File: config.mk
export PLATFORM = sky130hd
export DESIGN_NAME = sdo_mapper
export DESIGN_NICKNAME = d
export VERILOG_FILES = /design/src/sdo_pkg.sv /design/src/sdo_range_if.sv /design/src/sdo_range_track.sv /design/src/sdo_mapper.sv
export SDC_FILE = /design/constraint.sdc
export NUM_CORES = 1
export LEC_CHECK = 0
export BUFFER_PORTS_ARGS = -buffer_cell sky130_fd_sc_hd__clkbuf_2
export CAP_MARGIN = 10
export CELL_PAD_IN_SITES_DETAIL_PLACEMENT = 1
export CELL_PAD_IN_SITES_GLOBAL_PLACEMENT = 2
export CORE_MARGIN = 1.5
export CORE_UTILIZATION = 35
export DETAILED_ROUTE_END_ITERATION = 10
export PLACE_DENSITY = 0.82
export SLEW_MARGIN = 20
export SYNTH_ARGS = -nofsm -noshare
export SYNTH_HDL_FRONTEND = slang
export SYNTH_SLANG_ARGS = --single-unit
File: constraint.sdc
create_clock -name core_clk_in -period 4.8 [get_ports core_clk_in]
set_input_delay 0 -clock core_clk_in [delete_from_list [all_inputs] [get_ports core_clk_in]]
set_output_delay 0 -clock core_clk_in [all_outputs]
set_load 0.02 [all_outputs]
File: src/sdo_pkg.sv
/*
 * Shared constants and types of the status digital output mapper: register map,
 * field positions, reset values, state selector codes and the register state record.
 * Assumes a 32-bit classic Wishbone bus with byte addresses on the low 8 bits.
 */
`default_nettype none
package sdo_pkg;
	// ==========================================================================
	// sizes
	localparam int SDO_NUM_OUT = 8;
	localparam int SDO_SEL_W = 5;
	localparam int SDO_RD_W = 16;
	localparam int SDO_NUM_FAULT = 10;
	// ==========================================================================
	// register byte offsets
	localparam logic [7:0] SDO_ADR_CTRL = 8'h00;
	localparam logic [7:0] SDO_ADR_IDLE = 8'h04;
	localparam logic [7:0] SDO_ADR_POINT = 8'h08;
	localparam logic [7:0] SDO_ADR_SEQ = 8'h0C;
	localparam logic [7:0] SDO_ADR_ALARM = 8'h10;
	localparam logic [7:0] SDO_ADR_POL = 8'h14;
	localparam logic [7:0] SDO_ADR_SEL_LO = 8'h18;
	localparam logic [7:0] SDO_ADR_SEL_HI = 8'h1C;
	localparam logic [7:0] SDO_ADR_STATE = 8'h20;
	localparam logic [7:0] SDO_ADR_OUT = 8'h24;
	localparam logic [7:0] SDO_ADR_ISTS = 8'h28;
	localparam logic [7:0] SDO_ADR_IMASK = 8'h2C;
	localparam logic [7:0] SDO_ADR_RSV = 8'h30;
	localparam logic [7:0] SDO_ADR_RANGE = 8'h34;
	// ==========================================================================
	// field positions
	localparam int SDO_CTRL_OVR_EN = 0;
	localparam int SDO_IRQ_SYSF = 0;
	localparam int SDO_IRQ_OVR_IN = 1;
	localparam int SDO_IRQ_OVR_OUT = 2;
	localparam int SDO_SEL_FIELD = 8;
	// fault flag input bit order
	localparam int SDO_F_SUPPLY = 0;
	localparam int SDO_F_REFV = 1;
	localparam int SDO_F_CONV = 2;
	localparam int SDO_F_LAMP = 3;
	localparam int SDO_F_FLOW = 4;
	localparam int SDO_F_FLOWHT = 5;
	localparam int SDO_F_LAMPHT = 6;
	localparam int SDO_F_CHASSIS = 7;
	localparam int SDO_F_STORAGE = 8;
	localparam int SDO_F_DILUENT = 9;
	// ==========================================================================
	// state selector codes
	localparam logic [4:0] SDO_ST_DISABLED = 5'h00;
	localparam logic [4:0] SDO_ST_SUPPLY = 5'h01;
	localparam logic [4:0] SDO_ST_REFV = 5'h02;
	localparam logic [4:0] SDO_ST_CONV = 5'h03;
	localparam logic [4:0] SDO_ST_LAMP = 5'h04;
	localparam logic [4:0] SDO_ST_FLOW = 5'h05;
	localparam logic [4:0] SDO_ST_FLOWHT = 5'h06;
	localparam logic [4:0] SDO_ST_LAMPHT = 5'h07;
	localparam logic [4:0] SDO_ST_CHASSIS = 5'h08;
	localparam logic [4:0] SDO_ST_STORAGE = 5'h09;
	localparam logic [4:0] SDO_ST_BACKGND = 5'h0A;
	localparam logic [4:0] SDO_ST_SPAN = 5'h0B;
	localparam logic [4:0] SDO_ST_ZERO = 5'h0C;
	localparam logic [4:0] SDO_ST_SYSF = 5'h0D;
	localparam logic [4:0] SDO_ST_DILUENT = 5'h0E;
	localparam logic [4:0] SDO_ST_MAINT = 5'h0F;
	localparam logic [4:0] SDO_ST_OVR = 5'h10;
	// ==========================================================================
	// reset values and over-range thresholds in percent of the standard range
	localparam logic [7:0] SDO_RST_MASK = 8'h00;
	localparam logic [15:0] SDO_RST_RANGE = 16'hFFFF;
	localparam logic [6:0] SDO_OVR_ENTER_PCT = 7'h5A;
	localparam logic [6:0] SDO_OVR_EXIT_PCT = 7'h50;
	localparam logic [6:0] SDO_PCT_FULL = 7'h64;
	// ==========================================================================
	// register state of the mapper
	typedef struct packed {
		logic ack;
		logic [31:0] rdat;
		logic ovr_en;
		logic [7:0] idle;
		logic [7:0] point;
		logic [7:0] seq;
		logic [7:0] alarm;
		logic [7:0] pol;
		logic [7:0][4:0] sel;
		logic [15:0] range;
		logic [2:0] ists;
		logic [2:0] imask;
		logic sysf_d;
		logic ovr_d;
		logic [7:0] dout;
		logic irq;
	} sdo_regs_t;
	typedef enum logic {SDO_SCALE_STD, SDO_SCALE_OVR} sdo_scale_t;
endpackage
`default_nettype wire

File: src/sdo_range_if.sv
/*
 * Carrier between the mapper and its over-range tracker.
 * Assumes both ends run on the one system clock.
 */
`timescale 1ns/1ps
`default_nettype none
interface sdo_range_if;
	logic [15:0] reading;
	logic [15:0] range;
	logic enable;
	logic over;
	modport ctrl (output reading, output range, output enable, input over);
	modport trk (input reading, input range, input enable, output over);
endinterface
`default_nettype wire

File: src/sdo_range_track.sv
/*
 * Over-range tracker for analog channel one: hysteresis between the standard
 * and the alternate scale. Assumes reading and range are synchronous to the clock.
 */
`timescale 1ns/1ps
`default_nettype none
module sdo_range_track
	import sdo_pkg::*;
(
	input wire logic core_clk_in, // system clock
	input wire logic rst_in, // async reset, active high
	sdo_range_if.trk rif // reading, range, enable, over
);
	// ==========================================================================
	// scaled comparison, reading*100 against range*pct
	typedef struct packed {
		sdo_scale_t scale;
	} sdo_trk_t;
	sdo_trk_t r, n;
	logic [23:0] rd_x100;
	logic [23:0] rng_enter;
	logic [23:0] rng_exit;

	// products fit 24 bits: 16-bit value times 7-bit percent
	assign rd_x100 = 24'(rif.reading) * 24'(SDO_PCT_FULL);
	assign rng_enter = 24'(rif.range) * 24'(SDO_OVR_ENTER_PCT);
	assign rng_exit = 24'(rif.range) * 24'(SDO_OVR_EXIT_PCT);
	assign rif.over = (r.scale == SDO_SCALE_OVR);

	// enter at 90 percent, fall back at 80 percent; disabling drops the alternate scale
	always_comb begin
		n = r;
		if (!rif.enable) begin
			n.scale = SDO_SCALE_STD;
		end else begin
			unique case (r.scale)
				SDO_SCALE_STD: if (rd_x100 >= rng_enter) n.scale = SDO_SCALE_OVR;
				SDO_SCALE_OVR: if (rd_x100 <= rng_exit) n.scale = SDO_SCALE_STD;
			endcase
		end
	end

	always_ff @(posedge core_clk_in or posedge rst_in) begin
		if (rst_in) begin
			r.scale <= SDO_SCALE_STD;
		end else begin
			r <= n;
		end
	end
endmodule
`default_nettype wire

File: src/sdo_mapper.sv
/*
 * Status digital output mapper: eight discrete status lines built from an idle
 * pattern, point, sequence and alarm masks, or from one instrument state each,
 * with per-line polarity; classic Wishbone register slave and one level interrupt.
 * Assumes all inputs are synchronous to core_clk_in.
 */
`timescale 1ns/1ps
`default_nettype none
module sdo_mapper
	import sdo_pkg::*;
(
	input wire logic core_clk_in, // 100 MHz system clock
	input wire logic rst_in, // async reset, active high
	input wire logic wb_cyc_in, // wishbone cycle
	input wire logic wb_stb_in, // wishbone strobe
	input wire logic wb_we_in, // wishbone write enable
	input wire logic [7:0] wb_adr_in, // byte address
	input wire logic [3:0] wb_sel_in, // byte lanes
	input wire logic [31:0] wb_dat_in, // write data
	output logic [31:0] wb_dat_out, // read data
	output logic wb_ack_out, // transfer acknowledge
	input wire logic running_in, // point or sequence running
	input wire logic [sdo_pkg::SDO_NUM_FAULT-1:0] fault_flags_in, // individual faults
	input wire logic background_in, // background in progress
	input wire logic span_in, // span check in progress
	input wire logic zero_in, // zero check in progress
	input wire logic maintenance_in, // maintenance mode
	input wire logic [sdo_pkg::SDO_RD_W-1:0] analog_reading_in, // analog channel one reading
	output logic [sdo_pkg::SDO_NUM_OUT-1:0] dout_out, // discrete status lines
	output logic irq_out // level interrupt
);
	// ==========================================================================
	// register map, byte offsets on the low address byte:
	// 00 control, bit 0 enables the alternate scale
	// 04 idle pattern, 08 point mask, 0C sequence mask, 10 alarm-assigned lines
	// 14 polarity, a one makes the line active low
	// 18 selectors of lines 0-3, 1C of lines 4-7, five bits at the foot of each byte
	// 20 state vector, 24 lines as driven, both read only
	// 28 interrupt status, write one to clear; 2C interrupt mask
	// 30 lines taken by alarms or selectors, read only; 34 standard range
	// unmapped offsets answer like any other, so software never hangs on a typo
	// ==========================================================================
	// helpers
	sdo_regs_t r, n;
	logic [31:0] sv;
	logic [7:0] assigned;
	logic ovr_state;
	logic sysf;
	logic acc;
	logic wr;
	sdo_range_if rif ();

	// byte-lane merge of a write into a register word
	function automatic logic [31:0] sdo_merge(input logic [31:0] old, input logic [31:0] d, input logic [3:0] be);
		logic [31:0] m;
		m = {{8{be[3]}}, {8{be[2]}}, {8{be[1]}}, {8{be[0]}}};
		return (old & ~m) | (d & m);
	endfunction

	// state vector indexed by selector code; code zero and unused codes stay low
	function automatic logic [31:0] sdo_state_vec(input logic [9:0] f, input logic bg, input logic sp,
		input logic zr, input logic mt, input logic ov);
		logic [31:0] v;
		v = 32'h0000_0000;
		v[SDO_ST_SUPPLY] = f[SDO_F_SUPPLY];
		v[SDO_ST_REFV] = f[SDO_F_REFV];
		v[SDO_ST_CONV] = f[SDO_F_CONV];
		v[SDO_ST_LAMP] = f[SDO_F_LAMP];
		v[SDO_ST_FLOW] = f[SDO_F_FLOW];
		v[SDO_ST_FLOWHT] = f[SDO_F_FLOWHT];
		v[SDO_ST_LAMPHT] = f[SDO_F_LAMPHT];
		v[SDO_ST_CHASSIS] = f[SDO_F_CHASSIS];
		v[SDO_ST_STORAGE] = f[SDO_F_STORAGE];
		v[SDO_ST_DILUENT] = f[SDO_F_DILUENT];
		v[SDO_ST_BACKGND] = bg;
		v[SDO_ST_SPAN] = sp;
		v[SDO_ST_ZERO] = zr;
		v[SDO_ST_SYSF] = |f;
		v[SDO_ST_MAINT] = mt;
		v[SDO_ST_OVR] = ov;
		return v;
	endfunction

	// ==========================================================================
	// over-range tracker for analog channel one
	assign rif.reading = analog_reading_in;
	assign rif.range = r.range;
	assign rif.enable = r.ovr_en;
	assign ovr_state = rif.over;

	sdo_range_track u_trk (
		.core_clk_in(core_clk_in),
		.rst_in(rst_in),
		.rif(rif.trk)
	);

	// ==========================================================================
	// combinational decode
	assign sysf = |fault_flags_in;
	assign sv = sdo_state_vec(fault_flags_in, background_in, span_in, zero_in, maintenance_in, ovr_state);
	assign acc = wb_cyc_in & wb_stb_in & ~r.ack;
	assign wr = acc & wb_we_in;

	// outputs with a non-disabled selector belong to their state alone
	always_comb begin
		for (int i = 0; i < SDO_NUM_OUT; i++) begin
			assigned[i] = (r.sel[i] != SDO_ST_DISABLED);
		end
	end

	// next state: bus access, events, output mapping
	always_comb begin
		logic [31:0] cur;
		logic [2:0] ev;
		logic [2:0] clr;
		logic act;
		logic [31:0] mrg;
		cur = 32'h0000_0000;
		mrg = 32'h0000_0000;
		ev = 3'h0;
		clr = 3'h0;
		act = 1'b0;
		n = r;
		// one wait state: ack rises the cycle after the request, then drops
		n.ack = acc;
		n.rdat = 32'h0000_0000;
		unique case (wb_adr_in)
			SDO_ADR_CTRL: cur = {31'h0, r.ovr_en};
			SDO_ADR_IDLE: cur = {24'h0, r.idle};
			SDO_ADR_POINT: cur = {24'h0, r.point};
			SDO_ADR_SEQ: cur = {24'h0, r.seq};
			SDO_ADR_ALARM: cur = {24'h0, r.alarm};
			SDO_ADR_POL: cur = {24'h0, r.pol};
			SDO_ADR_SEL_LO: cur = {3'h0, r.sel[3], 3'h0, r.sel[2], 3'h0, r.sel[1], 3'h0, r.sel[0]};
			SDO_ADR_SEL_HI: cur = {3'h0, r.sel[7], 3'h0, r.sel[6], 3'h0, r.sel[5], 3'h0, r.sel[4]};
			SDO_ADR_STATE: cur = sv;
			SDO_ADR_OUT: cur = {24'h0, r.dout};
			SDO_ADR_ISTS: cur = {29'h0, r.ists};
			SDO_ADR_IMASK: cur = {29'h0, r.imask};
			SDO_ADR_RSV: cur = {24'h0, r.alarm | assigned};
			SDO_ADR_RANGE: cur = {16'h0, r.range};
			default: cur = 32'h0000_0000; // unmapped: reads zero, writes dropped
		endcase
		if (acc && !wb_we_in) begin
			n.rdat = cur;
		end
		// merge once into a variable; a call result cannot be sliced in place
		mrg = sdo_merge(cur, wb_dat_in, wb_sel_in);
		if (wr) begin
			unique case (wb_adr_in)
				SDO_ADR_CTRL: n.ovr_en = mrg[SDO_CTRL_OVR_EN];
				SDO_ADR_IDLE: n.idle = mrg[7:0];
				SDO_ADR_POINT: n.point = mrg[7:0];
				SDO_ADR_SEQ: n.seq = mrg[7:0];
				SDO_ADR_ALARM: n.alarm = mrg[7:0];
				SDO_ADR_POL: n.pol = mrg[7:0];
				SDO_ADR_SEL_LO: begin
					for (int i = 0; i < 4; i++) begin
						n.sel[i] = mrg[i*SDO_SEL_FIELD +: SDO_SEL_W];
					end
				end
				SDO_ADR_SEL_HI: begin
					for (int i = 0; i < 4; i++) begin
						n.sel[i+4] = mrg[i*SDO_SEL_FIELD +: SDO_SEL_W];
					end
				end
				SDO_ADR_ISTS: clr = wb_sel_in[0] ? wb_dat_in[2:0] : 3'h0;
				SDO_ADR_IMASK: n.imask = mrg[2:0];
				SDO_ADR_RANGE: n.range = mrg[15:0];
				default: n.imask = r.imask;
			endcase
		end
		// events; a set in the clearing cycle wins over the clear
		n.sysf_d = sysf;
		n.ovr_d = ovr_state;
		ev[SDO_IRQ_SYSF] = sysf & ~r.sysf_d;
		ev[SDO_IRQ_OVR_IN] = ovr_state & ~r.ovr_d;
		ev[SDO_IRQ_OVR_OUT] = ~ovr_state & r.ovr_d;
		n.ists = (r.ists & ~clr) | ev;
		n.irq = |(n.ists & n.imask);
		// output mapping, then polarity
		for (int i = 0; i < SDO_NUM_OUT; i++) begin
			if (assigned[i]) begin
				act = sv[r.sel[i]];
			end else if (running_in) begin
				act = r.idle[i] | r.point[i] | r.seq[i] | r.alarm[i];
			end else begin
				act = r.idle[i];
			end
			n.dout[i] = act ^ r.pol[i];
		end
	end

	// single register stage for all state; reset leaves every line inactive
	always_ff @(posedge core_clk_in or posedge rst_in) begin
		if (rst_in) begin
			r.ack <= 1'b0;
			r.rdat <= 32'h0000_0000;
			r.ovr_en <= 1'b0;
			r.idle <= SDO_RST_MASK;
			r.point <= SDO_RST_MASK;
			r.seq <= SDO_RST_MASK;
			r.alarm <= SDO_RST_MASK;
			r.pol <= SDO_RST_MASK;
			r.sel <= '0;
			r.range <= SDO_RST_RANGE;
			r.ists <= 3'h0;
			r.imask <= 3'h0;
			r.sysf_d <= 1'b0;
			r.ovr_d <= 1'b0;
			r.dout <= SDO_RST_MASK;
			r.irq <= 1'b0;
		end else begin
			r <= n;
		end
	end

	// every output straight from a flip-flop
	assign wb_ack_out = r.ack;
	assign wb_dat_out = r.rdat;
	assign dout_out = r.dout;
	assign irq_out = r.irq;

	// ==========================================================================
	// per-line checks, repeated for every line so that no selector position goes unwatched
	for (genvar g = 0; g < SDO_NUM_OUT; g++) begin : g_line

	end
endmodule
`default_nettype wire

==> flow_metrics.py, run 1 <==
metrics = {
    "cts": {
        "clk-insertion-delay-late_ps": 440,
        "htree_num_levels": 4,
        "clock_path_buffers": 2,
        "cts_sinks": 142,
        "cts_root_buf": "clkbuf_16",
        "tritoncts": "built",
        "numCtsBuffers": 17,
        "clkTransAtPathRegs_ps": 70,
    },
    "cells_and_area": {
        "diodes": 0,
        "nNetsFinal": 1761,
        "final_common_cell": "nand2_1",
        "drive_gt1_share_pct": 20.23,
        "post-route-util_pct": 41.31,
        "final_cell_mix": "nand2_1 (158), inv_1 (137), o21ai_0 (132), ha_1 (132), dfrtp_1 (126)",
        "area_growth_pct": 15.93,
        "finalInstanceArea_um2": 14690,
    },
    "grt": {
        "grt_max_degree": 105,
        "grt_usage_pct": 22.28,
        "grt_pass1_wl_um": 65610,
        "grt_antenna_before_repair": 0,
        "overflow": 0,
        "first_global_vias": 11520,
    },
    "sta": {
        "grt_setup_unrepaired": "yes",
        "finalCritPeriodShare_pct": 97.46,
        "setup_slack_ps": 122.0,
        "drv_slew": 0,
        "max_clock_freq_ghz": 0.2138,
        "holdWs_ps": 5.739,
        "hold_viol_final": 0,
        "setup_viol": 0,
        "finalSetupTns_ps": 0,
        "period_needed_ps": 4678,
        "tightestPinTransition_ps": 986.4,
        "finClkSkew_ps": 18.65,
        "slew-limit-headroom_pct": 34.24,
    },
    "setup_path": {
        "cp-start-kind": "flop",
        "worstPathRequired_ps": 5100,
        "timing.rr.start": "rif.range[3]",
        "critPathBufInv": 2,
        "r2r-end": "u_trk.rif.over",
        "critPathTopFamily": "compound AO/OA/AOI/OAI gates",
        "reg2regPathDepth": 21,
        "crit_slowest_cell": "dfstp_2",
        "worst-path-stages": 21,
        "crit_path_end_kind": "flop",
        "r2r_slack_ps": 120,
        "criticalPathCategory": "flop to flop",
        "cp_max_fo": 4,
        "arrival_ps": 4980,
        "crit_chain": "ha_4 -> xor2_2 -> ha_2 -> or2_2 -> fa_1 -> ha_4 -> o21ai_2 -> o21bai_1 -> o311ai_1 -> buf_4 -> nand3_2 -> o211ai_1 -> buf_4 -> o21bai_1 -> a21oi_1 -> xor2_1 -> ha_2 -> a21o_1 -> a21o_1 -> a211oi_2 -> a211oi_2",
        "slowest_delay_ps": 600,
    },
    "synth": {
        "synthCells": 1393,
        "ys_seq_elements": 142,
        "avgSynthCellArea_um2": 9.099,
        "synth.cell_area_um2": 12670,
        "seq_area_frac_synth_pct": 28.19,
        "synth_cell_types": 75,
        "async_flop_share_pct": 100.0,
        "synth_flop_cell": "dfrtp_1",
        "synth_warnings": 0,
        "synth-edff-count": 0,
    },
    "hold_path": {
        "min_from": "wb_sel_in[1]",
        "worstHoldEndpoint": "rif.range[13]",
        "holdPathStages": 3,
        "hold_class": "input pin to flop",
    },
    "pwr": {
        "leakagePower_nw": 6.862,
        "cellPowerDensity_nw_per_um2": 254.0,
        "ir_drop_v": 0.0002032,
    },
    "detailed_routing": {
        "wl_per_cell_um": 21.15,
        "via_per_inst": 5.518,
        "drt_iter0_drc": 542,
        "drtPass1Iterations": 9,
        "num_vias": 10870,
        "ant_nets": 0,
        "totalWireLength_um": 41640,
        "drcViolationCount": 0,
    },
    "placed_design": {
        "dpl.hpwl_um": 31530,
        "placed_cell_area_um2": 13540,
        "portBuffers": 109,
        "gp_congestion": 0.8699,
        "pre_cts_slack_ps": -165.1,
    },
    "status": {
        "outcome": "finished, final reports clean",
    },
    "floorplan": {
        "die-area_um2": 37360,
        "initial_utilization_pct": 35.63,
        "core-area_um2": 35570,
        "die_h_um": 193.3,
        "io_pins": 122,
        "die_w_um": 193.3,
        "rows": 69,
    },
    "job": {
        "drv_cap": 0,
    },
}
-- worst register-to-register path: cells and delay by family, from the launching register on --
family	cells	cell delay, ps
adder cells (fa/ha/maj)	5	1370
flip-flops	1	600
AND/OR/NAND/NOR	2	350
buffers and inverters	2	340
XOR/XNOR	2	280
AO/OA/AOI/OAI	10	1600
-- area by class of cell --
type | count | area, um^2
fillers | 4128 | 20880
well taps | 461 | 576.8
clock buffers | 18 | 439.2
inverters | 144 | 545.5
flip-flops and latches | 142 | 3573
clock inverters | 14 | 147.6
repair buffers | 173 | 1085
multi-input cells | 1017 | 8327
-- report_power, final --
| group | switching, mW | total, mW | internal (mW) |
|---|---|---|---|
| clock | 0.621 | 1.37 | 0.749 |
| sequential | 0.0152 | 1.22 | 1.21 |
| combinational | 0.644 | 1.14 | 0.493 |
-- state kept, by name, indices dropped and copies added (netlist names) --
register	cells
r	88
wb_dat_out	26
rif.range	16
dout_out	8
irq_out	1
rif.enable	1
u_trk.rif.over	1
wb_ack_out	1
-- worst max-delay path by stage --
| stage | slack [ps] | start | end |
|---|---|---|---|
| CTS | 3 | rif.range[2] | u_trk.rif.over |
| floorplan | 190 | rif.range[2] | u_trk.rif.over |
| detailed placement | -170 | rif.range[4] | u_trk.rif.over |
| global route | -140 | rif.range[2] | u_trk.rif.over |
| global placement | -8 | rif.range[2] | u_trk.rif.over |
| finish | 120 | rif.range[3] | u_trk.rif.over |
-- cells by family (layout without fill, tap and decap cells) --
kind of cell	count (synthesis)	count (layout)	share of synthesized area, %
AOI/OAI and AO/OA	353	353	17.28
DFF	142	142	28.19
other	1	6	0.02959
xor gates and xnor gates	50	50	3.455
muxes	74	74	8.885
adders and majority gates	186	186	20.61
and+or+nand+nor	348	348	13.01
buffers and inverters	239	349	8.539
-- metal layers --
layer | up-vias | GRT usage [%] | wire length [um]
met4 | 0 | 6.029 | 874
li1 | 5071 | - | -
met5 | - | 0 | 0
met3 | 62 | 2.807 | 1680
met1 | 5447 | 30.56 | 19360
met2 | 285 | 36.97 | 19730
-- repair_timing --
action,CTS,global route
setup endpoints to repair,1,1
cloned,0,0
hold endpoints to repair,124,0
pin swaps,14,25
buffers inserted,3,4
resized for setup,20,31
hold buffers,22,0
-- through the flow --
| stage | power [mW] | std cells |
|---|---|---|
| floorplan | 2.005 | 1398 |
| detailed placement | 2.327 | 1908 |
| CTS | 3.726 | 1965 |
| global placement | 2.268 | 1908 |
| global route | 3.951 | 1969 |
| finish | 3.732 | 1969 |
-- cells in the mapped netlist (6+ instances only) --
cell type,count,share of area (%)
nand3_1,24,0.95
a22oi_1,26,1.5
buf_4,40,2.4
mux2_2,22,2.0
and3_1,11,0.54
a21o_1,18,1.1
nand2b_1,11,0.54
o21a_1,14,0.83
ha_1,148,15
dfrtp_1,126,25
nand2_1,158,4.7
o21ai_0,134,5.3
nor2b_1,17,0.84
dfstp_2,16,3.3
a21oi_1,66,2.6
nand4_1,9,0.44
o221ai_1,6,0.41
buf_2,10,0.39
a22o_1,8,0.55
o21ai_1,12,0.47
clkbuf_1,41,1.2
xor2_1,20,1.4
nor2_1,60,1.8
o21bai_1,9,0.53
nand3b_1,7,0.41
xnor2_1,30,2.1
nor3_1,12,0.47
mux4_2,25,4.4
a31oi_1,6,0.30
a222oi_1,6,0.47
or3_1,12,0.59
a211oi_1,10,0.59
inv_1,143,4.2
fa_1,38,6.0
mux2i_1,24,1.9
No activity file was read; power rests on OpenSTA's default activity.
==> run 2, diff against run 1 <==
Settings changed: CORE_ASPECT_RATIO set to 0.75.
==> run 2 against run 1 <==
Effect of this change:
- hold slack better by 19 ps
- count of clock-buffer cells in the layout is 11 higher
- clock skew is 9.2 ps lower
- die area hardly changed
- global-route usage is 0.42 points higher
- final cell count is 0.76% higher
- design area is 0.74% higher
- worst setup slack worse by 44 ps
- non-clock buffer count is 11 higher
- via count is 1.6% higher
==> flow_metrics.py, run 2 (synthesis gave the netlist of run 1 again) <==
metrics = {
    "sta": {
        "finClkSkew_ps": 9.446,
        "slew-limit-headroom_pct": 22.00,
        "period_needed_ps": 4721,
        "finalCritPeriodShare_pct": 98.36,
        "hold_viol_final": 0,
        "grt_setup_unrepaired": "yes",
        "finalSetupTns_ps": 0,
        "setup_viol": 0,
        "max_clock_freq_ghz": 0.2118,
        "drv_slew": 0,
        "tightestPinTransition_ps": 1159,
    },
    "grt": {
        "busiest_layer": "met2",
        "grt_usage_pct": 22.70,
        "grt_pass1_wl_um": 65030,
        "met3_usage_pct": 6.318,
        "first_global_vias": 11210,
        "grt_antenna_before_repair": 1,
        "grt_max_degree": 98,
        "grt_use_met1_pct": 32.43,
        "overflow": 0,
        "grt_util_met2_pct": 33.67,
    },
    "cells_and_area": {
        "register_area_um2": 3573,
        "multi_input_comb_area_um2": 8394,
        "n_fill_cell": 4172,
        "nNetsFinal": 1772,
        "top_register": "r",
        "fin_cells": 1984,
        "final_cell_mix": "nand2_1 (158), inv_1 (133), o21ai_0 (129)",
        "area_growth_pct": 16.79,
        "largest_register_ffs": 88,
        "post-route-util_pct": 41.43,
        "final_common_cell": "nand2_1",
        "diodes": 0,
        "drive_gt1_share_pct": 20.61,
    },
    "hold_path": {
        "holdPathStages": 3,
        "hold_class": "input pin to flop",
    },
    "pwr": {
        "leakagePower_nw": 6.896,
        "cellPowerDensity_nw_per_um2": 243.3,
        "ir_drop_v": 0.0002476,
    },
    "placed_design": {
        "placed_cells": 1918,
        "portBuffers": 109,
        "dpl.hpwl_um": 31700,
        "gp_congestion": 0.9102,
    },
    "status": {
        "outcome": "finished, final reports clean",
    },
    "job": {
        "drv_cap": 0,
    },
    "floorplan": {
        "die_w_um": 222.7,
        "die_h_um": 167.8,
        "io_pins": 122,
        "initial_utilization_pct": 35.47,
        "core-area_um2": 35730,
        "rows": 60,
        "die-area_um2": 37380,
    },
    "detailed_routing": {
        "totalWireLength_um": 42390,
        "wl_per_cell_um": 21.36,
        "ant_nets": 0,
        "via_per_inst": 5.561,
        "drt_iter0_drc": 964,
        "drcViolationCount": 0,
        "num_vias": 11030,
        "drtPass1Iterations": 5,
    },
    "setup_path": {
        "cp_max_fo": 3,
        "reg2regPathDepth": 22,
        "worstPathRequired_ps": 5110,
        "arrival_ps": 5040,
        "cp-start-kind": "flop",
        "crit_path_end_kind": "flop",
        "criticalPathCategory": "flop to flop",
    },
    "cts": {
        "numCtsBuffers": 17,
        "clkTransAtPathRegs_ps": 60,
        "htree_num_levels": 4,
        "clock_path_buffers": 2,
        "clk-insertion-delay-late_ps": 460,
        "cts_sinks": 142,
        "tritoncts": "built",
        "cts_root_buf": "clkbuf_16",
    },
}
[run 2: critical path, cell delays in order, from the launching register on]
cell and delay (ps):
dfstp_2 570, buf_6 120, ha_4 190, ha_1 290
inv_2 50, fa_1 530, inv_2 60, fa_2 380
a211oi_2 270, o21bai_2 120, o311ai_2 240, buf_4 170
nand3_2 50, o211ai_1 150, buf_4 180, buf_6 90
xnor2_2 50, ha_2 180, a211o_1 350, nor3_4 230
nand2_1 80, o21ai_1 150, a211oi_1 80
[run 2: path summary, 6_finish.rpt]
path                         startpoint        endpoint  slack, ps
setup / recovery           rif.range[2]  u_trk.rif.over         80
hold / removal             wb_sel_in[2]           r[64]         30
setup reg to reg           rif.range[2]  u_trk.rif.over         80
hold reg to reg                    r[9]           r[15]        490
max in group asynchronous        rst_in          r[100]       3250
min in group asynchronous        rst_in           r[83]        300
[run 2: power breakdown]
group / switching, mW / total (mW) / internal [mW]
clock network: 0.526 / 1.22 / 0.699
logic: 0.657 / 1.15 / 0.495
registers: 0.0146 / 1.23 / 1.21
[run 2: area by class of cell]
class                   count  area share (%)
flip-flops and latches    142           24.14
well taps                 465           3.930
multi-input cells        1017           56.71
repair buffers            184           8.055
clock buffers              29           3.381
clock inverters             3          0.1014
inverters                 144           3.685
[run 2: repair_timing]
action                                  4_1_cts  5_1_grt
endpoints found under the setup margin        1        1
gates cloned                                  0        0
hold buffers                                 26        0
gates resized for setup                      13       61
buffers inserted                              1        7
endpoints found under the hold margin       130        0
pin swaps                                     9       38
[run 2: metrics by stage]
step	hold WS (ps)	setup slack, ps	instance area, um^2	power (mW)
6_report	25.19	78.51	14800	3.601
5_1_grt	67.29	-104.4	14800	3.808
4_1_cts	19.87	5.321	14460	3.571
3_5_place_dp	244.7	-240.5	13600	2.317
3_3_place_gp	238.6	-102.2	13600	2.277
2_1_floorplan	134.2	193.4	12690	2.005
[run 2: per-layer routing]
| layer | vias to the layer above | part of all wire [%] | routed length, um |
|---|---|---|---|
| met5 | - | 0.045 | 19 |
| met1 | 5523 | 47 | 19820 |
| li1 | 5099 | - | - |
| met4 | 2 | 2.0 | 833 |
| met3 | 60 | 8.0 | 3382 |
| met2 | 350 | 43 | 18330 |
==> run 3, diff against run 2 <==
Settings changed: CELL_PAD_IN_SITES_DETAIL_PLACEMENT 1 to 0, CELL_PAD_IN_SITES_GLOBAL_PLACEMENT 2 to 1, CORE_UTILIZATION 35 to 40, PLACE_DENSITY 0.82 to 0.77.
==> run 3 against run 2 <==
Effect of this change:
- clock power up 23%
- critical path depth shrank 1
- hold slack improved by 15 ps
- largest cell class unchanged
- critical path type unchanged
- final cell count decreased by 3.7%
- count of clock-buffer cells in the layout fell by 7
==> flow_metrics.py, run 3 (synthesis gave the netlist of run 1 again) <==
metrics = {
    "setup_path": {
        "criticalPathCategory": "flop to flop",
        "arrival_ps": 4970,
        "cp_max_fo": 4,
        "cp-start-kind": "flop",
        "crit_path_end_kind": "flop",
        "worstPathRequired_ps": 5100,
    },
    "sta": {
        "tightestPinTransition_ps": 932.9,
        "setup_viol": 0,
        "drv_slew": 0,
        "grt_setup_unrepaired": "yes",
        "setup_slack_ps": 129.8,
        "hold_viol_final": 0,
        "max_clock_freq_ghz": 0.2141,
        "period_needed_ps": 4670,
        "finClkSkew_ps": 7.670,
        "slew-limit-headroom_pct": 37.23,
        "finalCritPeriodShare_pct": 97.29,
    },
    "floorplan": {
        "initial_utilization_pct": 40.56,
        "rows": 56,
        "die-area_um2": 32770,
        "io_pins": 122,
        "die_w_um": 208.5,
        "die_h_um": 157.2,
        "core-area_um2": 31250,
    },
    "cells_and_area": {
        "fin_cells": 1911,
        "drive_gt1_share_pct": 19.40,
        "n_fill_cell": 2937,
        "largest_register_ffs": 88,
        "nNetsFinal": 1759,
        "diodes": 0,
        "post-route-util_pct": 46.87,
        "area_growth_pct": 15.55,
        "top_register": "r",
        "final_common_cell": "nand2_1",
        "final_cell_mix": "nand2_1 (158), inv_1 (135), ha_1 (134)",
    },
    "pwr": {
        "p_int_mw": 2.665,
        "seqPwrFrac_pct": 32.0,
        "swShare_pct": 30.30,
        "combPwrFrac_pct": 28.7,
        "cellPowerDensity_nw_per_um2": 261.1,
        "ir_drop_v": 0.0001793,
        "p_sw_mw": 1.158,
        "pwr-share-clk_pct": 39.3,
        "leakagePower_nw": 6.884,
    },
    "job": {
        "drv_cap": 0,
    },
    "detailed_routing": {
        "drtPass1Iterations": 7,
        "totalWireLength_um": 37230,
        "via_per_inst": 5.590,
        "drcViolationCount": 0,
        "num_vias": 10680,
        "drt_iter0_drc": 983,
        "ant_nets": 0,
        "wl_per_cell_um": 19.48,
    },
    "grt": {
        "grt_pass1_wl_um": 58240,
        "first_global_vias": 10080,
        "grt_usage_pct": 23.19,
        "grt_antenna_before_repair": 0,
        "busiest_layer": "met1",
        "grt_max_degree": 100,
        "grt_util_met2_pct": 33.19,
        "met3_usage_pct": 5.886,
        "overflow": 0,
        "grt_use_met1_pct": 34.56,
    },
    "status": {
        "outcome": "finished, final reports clean",
    },
    "placed_design": {
        "portBuffers": 109,
        "dpl.hpwl_um": 28480,
        "gp_congestion": 0.9314,
        "placed_cells": 1850,
        "pre_cts_slack_ps": -120.9,
    },
    "cts": {
        "clkTransAtPathRegs_ps": 60,
        "clk-insertion-delay-late_ps": 440,
        "cts_sinks": 142,
        "numCtsBuffers": 17,
        "htree_num_levels": 4,
        "clock_path_buffers": 2,
        "cts_root_buf": "clkbuf_16",
        "tritoncts": "built",
    },
    "hold_path": {
        "hold_class": "input pin to flop",
    },
}
[run 3: changes by cell type in the layout (fill, tap and decap cells not counted), moves of 4 or more]
cell       previous run  this run
buf_4                44        35
buf_6                 5         1
bufinv_16             0         5
clkbuf_1              9         1
ha_1                128       134
ha_4                 15        11
[run 3: area by class of cell]
type                    instances  area, um^2  share of cell area [%]
clock buffers                  22       484.2                   3.306
clock inverters                 9       180.2                   1.230
inverters                     144       545.5                   3.725
multi-input cells            1017        8274                   56.50
flip-flops and latches        142        3573                   24.40
well taps                     406       508.0                   3.469
repair buffers                171        1080                   7.373
[run 3: repair_timing]
action | CTS | global route
buffers inserted | 0 | 5
pin swaps | 2 | 37
hold endpoints to repair | 133 | 0
resized for setup | 4 | 44
hold buffers | 26 | 0
endpoints found under the setup margin | 1 | 1
[run 3: final timing paths]
| check | startpoint | endpoint | slack, ps | cells after the start |
|---|---|---|---|---|
| worst max-delay path | rif.range[3] | u_trk.rif.over | 130 | 21 |
| worst min-delay path | wb_dat_in[9] | r[59] | 40 | 3 |
| max in group asynchronous | rst_in | wb_dat_out[11] | 3350 | 4 |
| min in group asynchronous | rst_in | dout_out[2] | 310 | 3 |
| worst max register to register | rif.range[3] | u_trk.rif.over | 130 | 21 |
| worst min register to register | r[82] | r[82] | 490 | 2 |
[run 3: power by group through the flow]
stage / combinational (mW) / clock (mW) / sequential [mW]
CTS: 1.07 / 1.52 / 1.22
finish: 1.10 / 1.50 / 1.22
floorplan: 0.766 / 0 / 1.24
global route: 1.25 / 1.57 / 1.22
global placement: 1.02 / 0 / 1.24
detailed placement: 1.04 / 0 / 1.24
[run 3: per-stage QoR]
step | power (mW) | hold WS (ps) | setup TNS, ps | cell area, um^2
floorplan | 2.005 | 134.2 | 0 | 12690
global placement | 2.263 | 238.0 | -88.42 | 13460
detailed placement | 2.286 | 245.3 | -120.9 | 13460
CTS | 3.813 | 13.10 | 0 | 14400
global route | 4.041 | 76.81 | -100.0 | 14650
finish | 3.823 | 40.49 | 0 | 14650
[run 3: metal layers]
metal	vias to the layer above	wire length [um]
li1	5077	-
met1	5166	17650
met2	402	15530
met3	38	3541
met4	0	516
met5	-	0
[run 3: worst max-delay path: stages, from the launching register on]
cell and delay [ps]:
dfstp_2 610, ha_4 230, xor2_1 160, ha_1 190
or2_2 310, fa_1 500, ha_2 290, o21ai_1 120
o21bai_1 110, o311ai_1 300, buf_4 170, nand3_2 50
o211ai_1 130, buf_4 160, buf_4 100, xnor2_2 50
ha_2 180, a211o_1 320, nor3_2 240, nand2_1 70
o21ai_1 160, a211oi_1 80
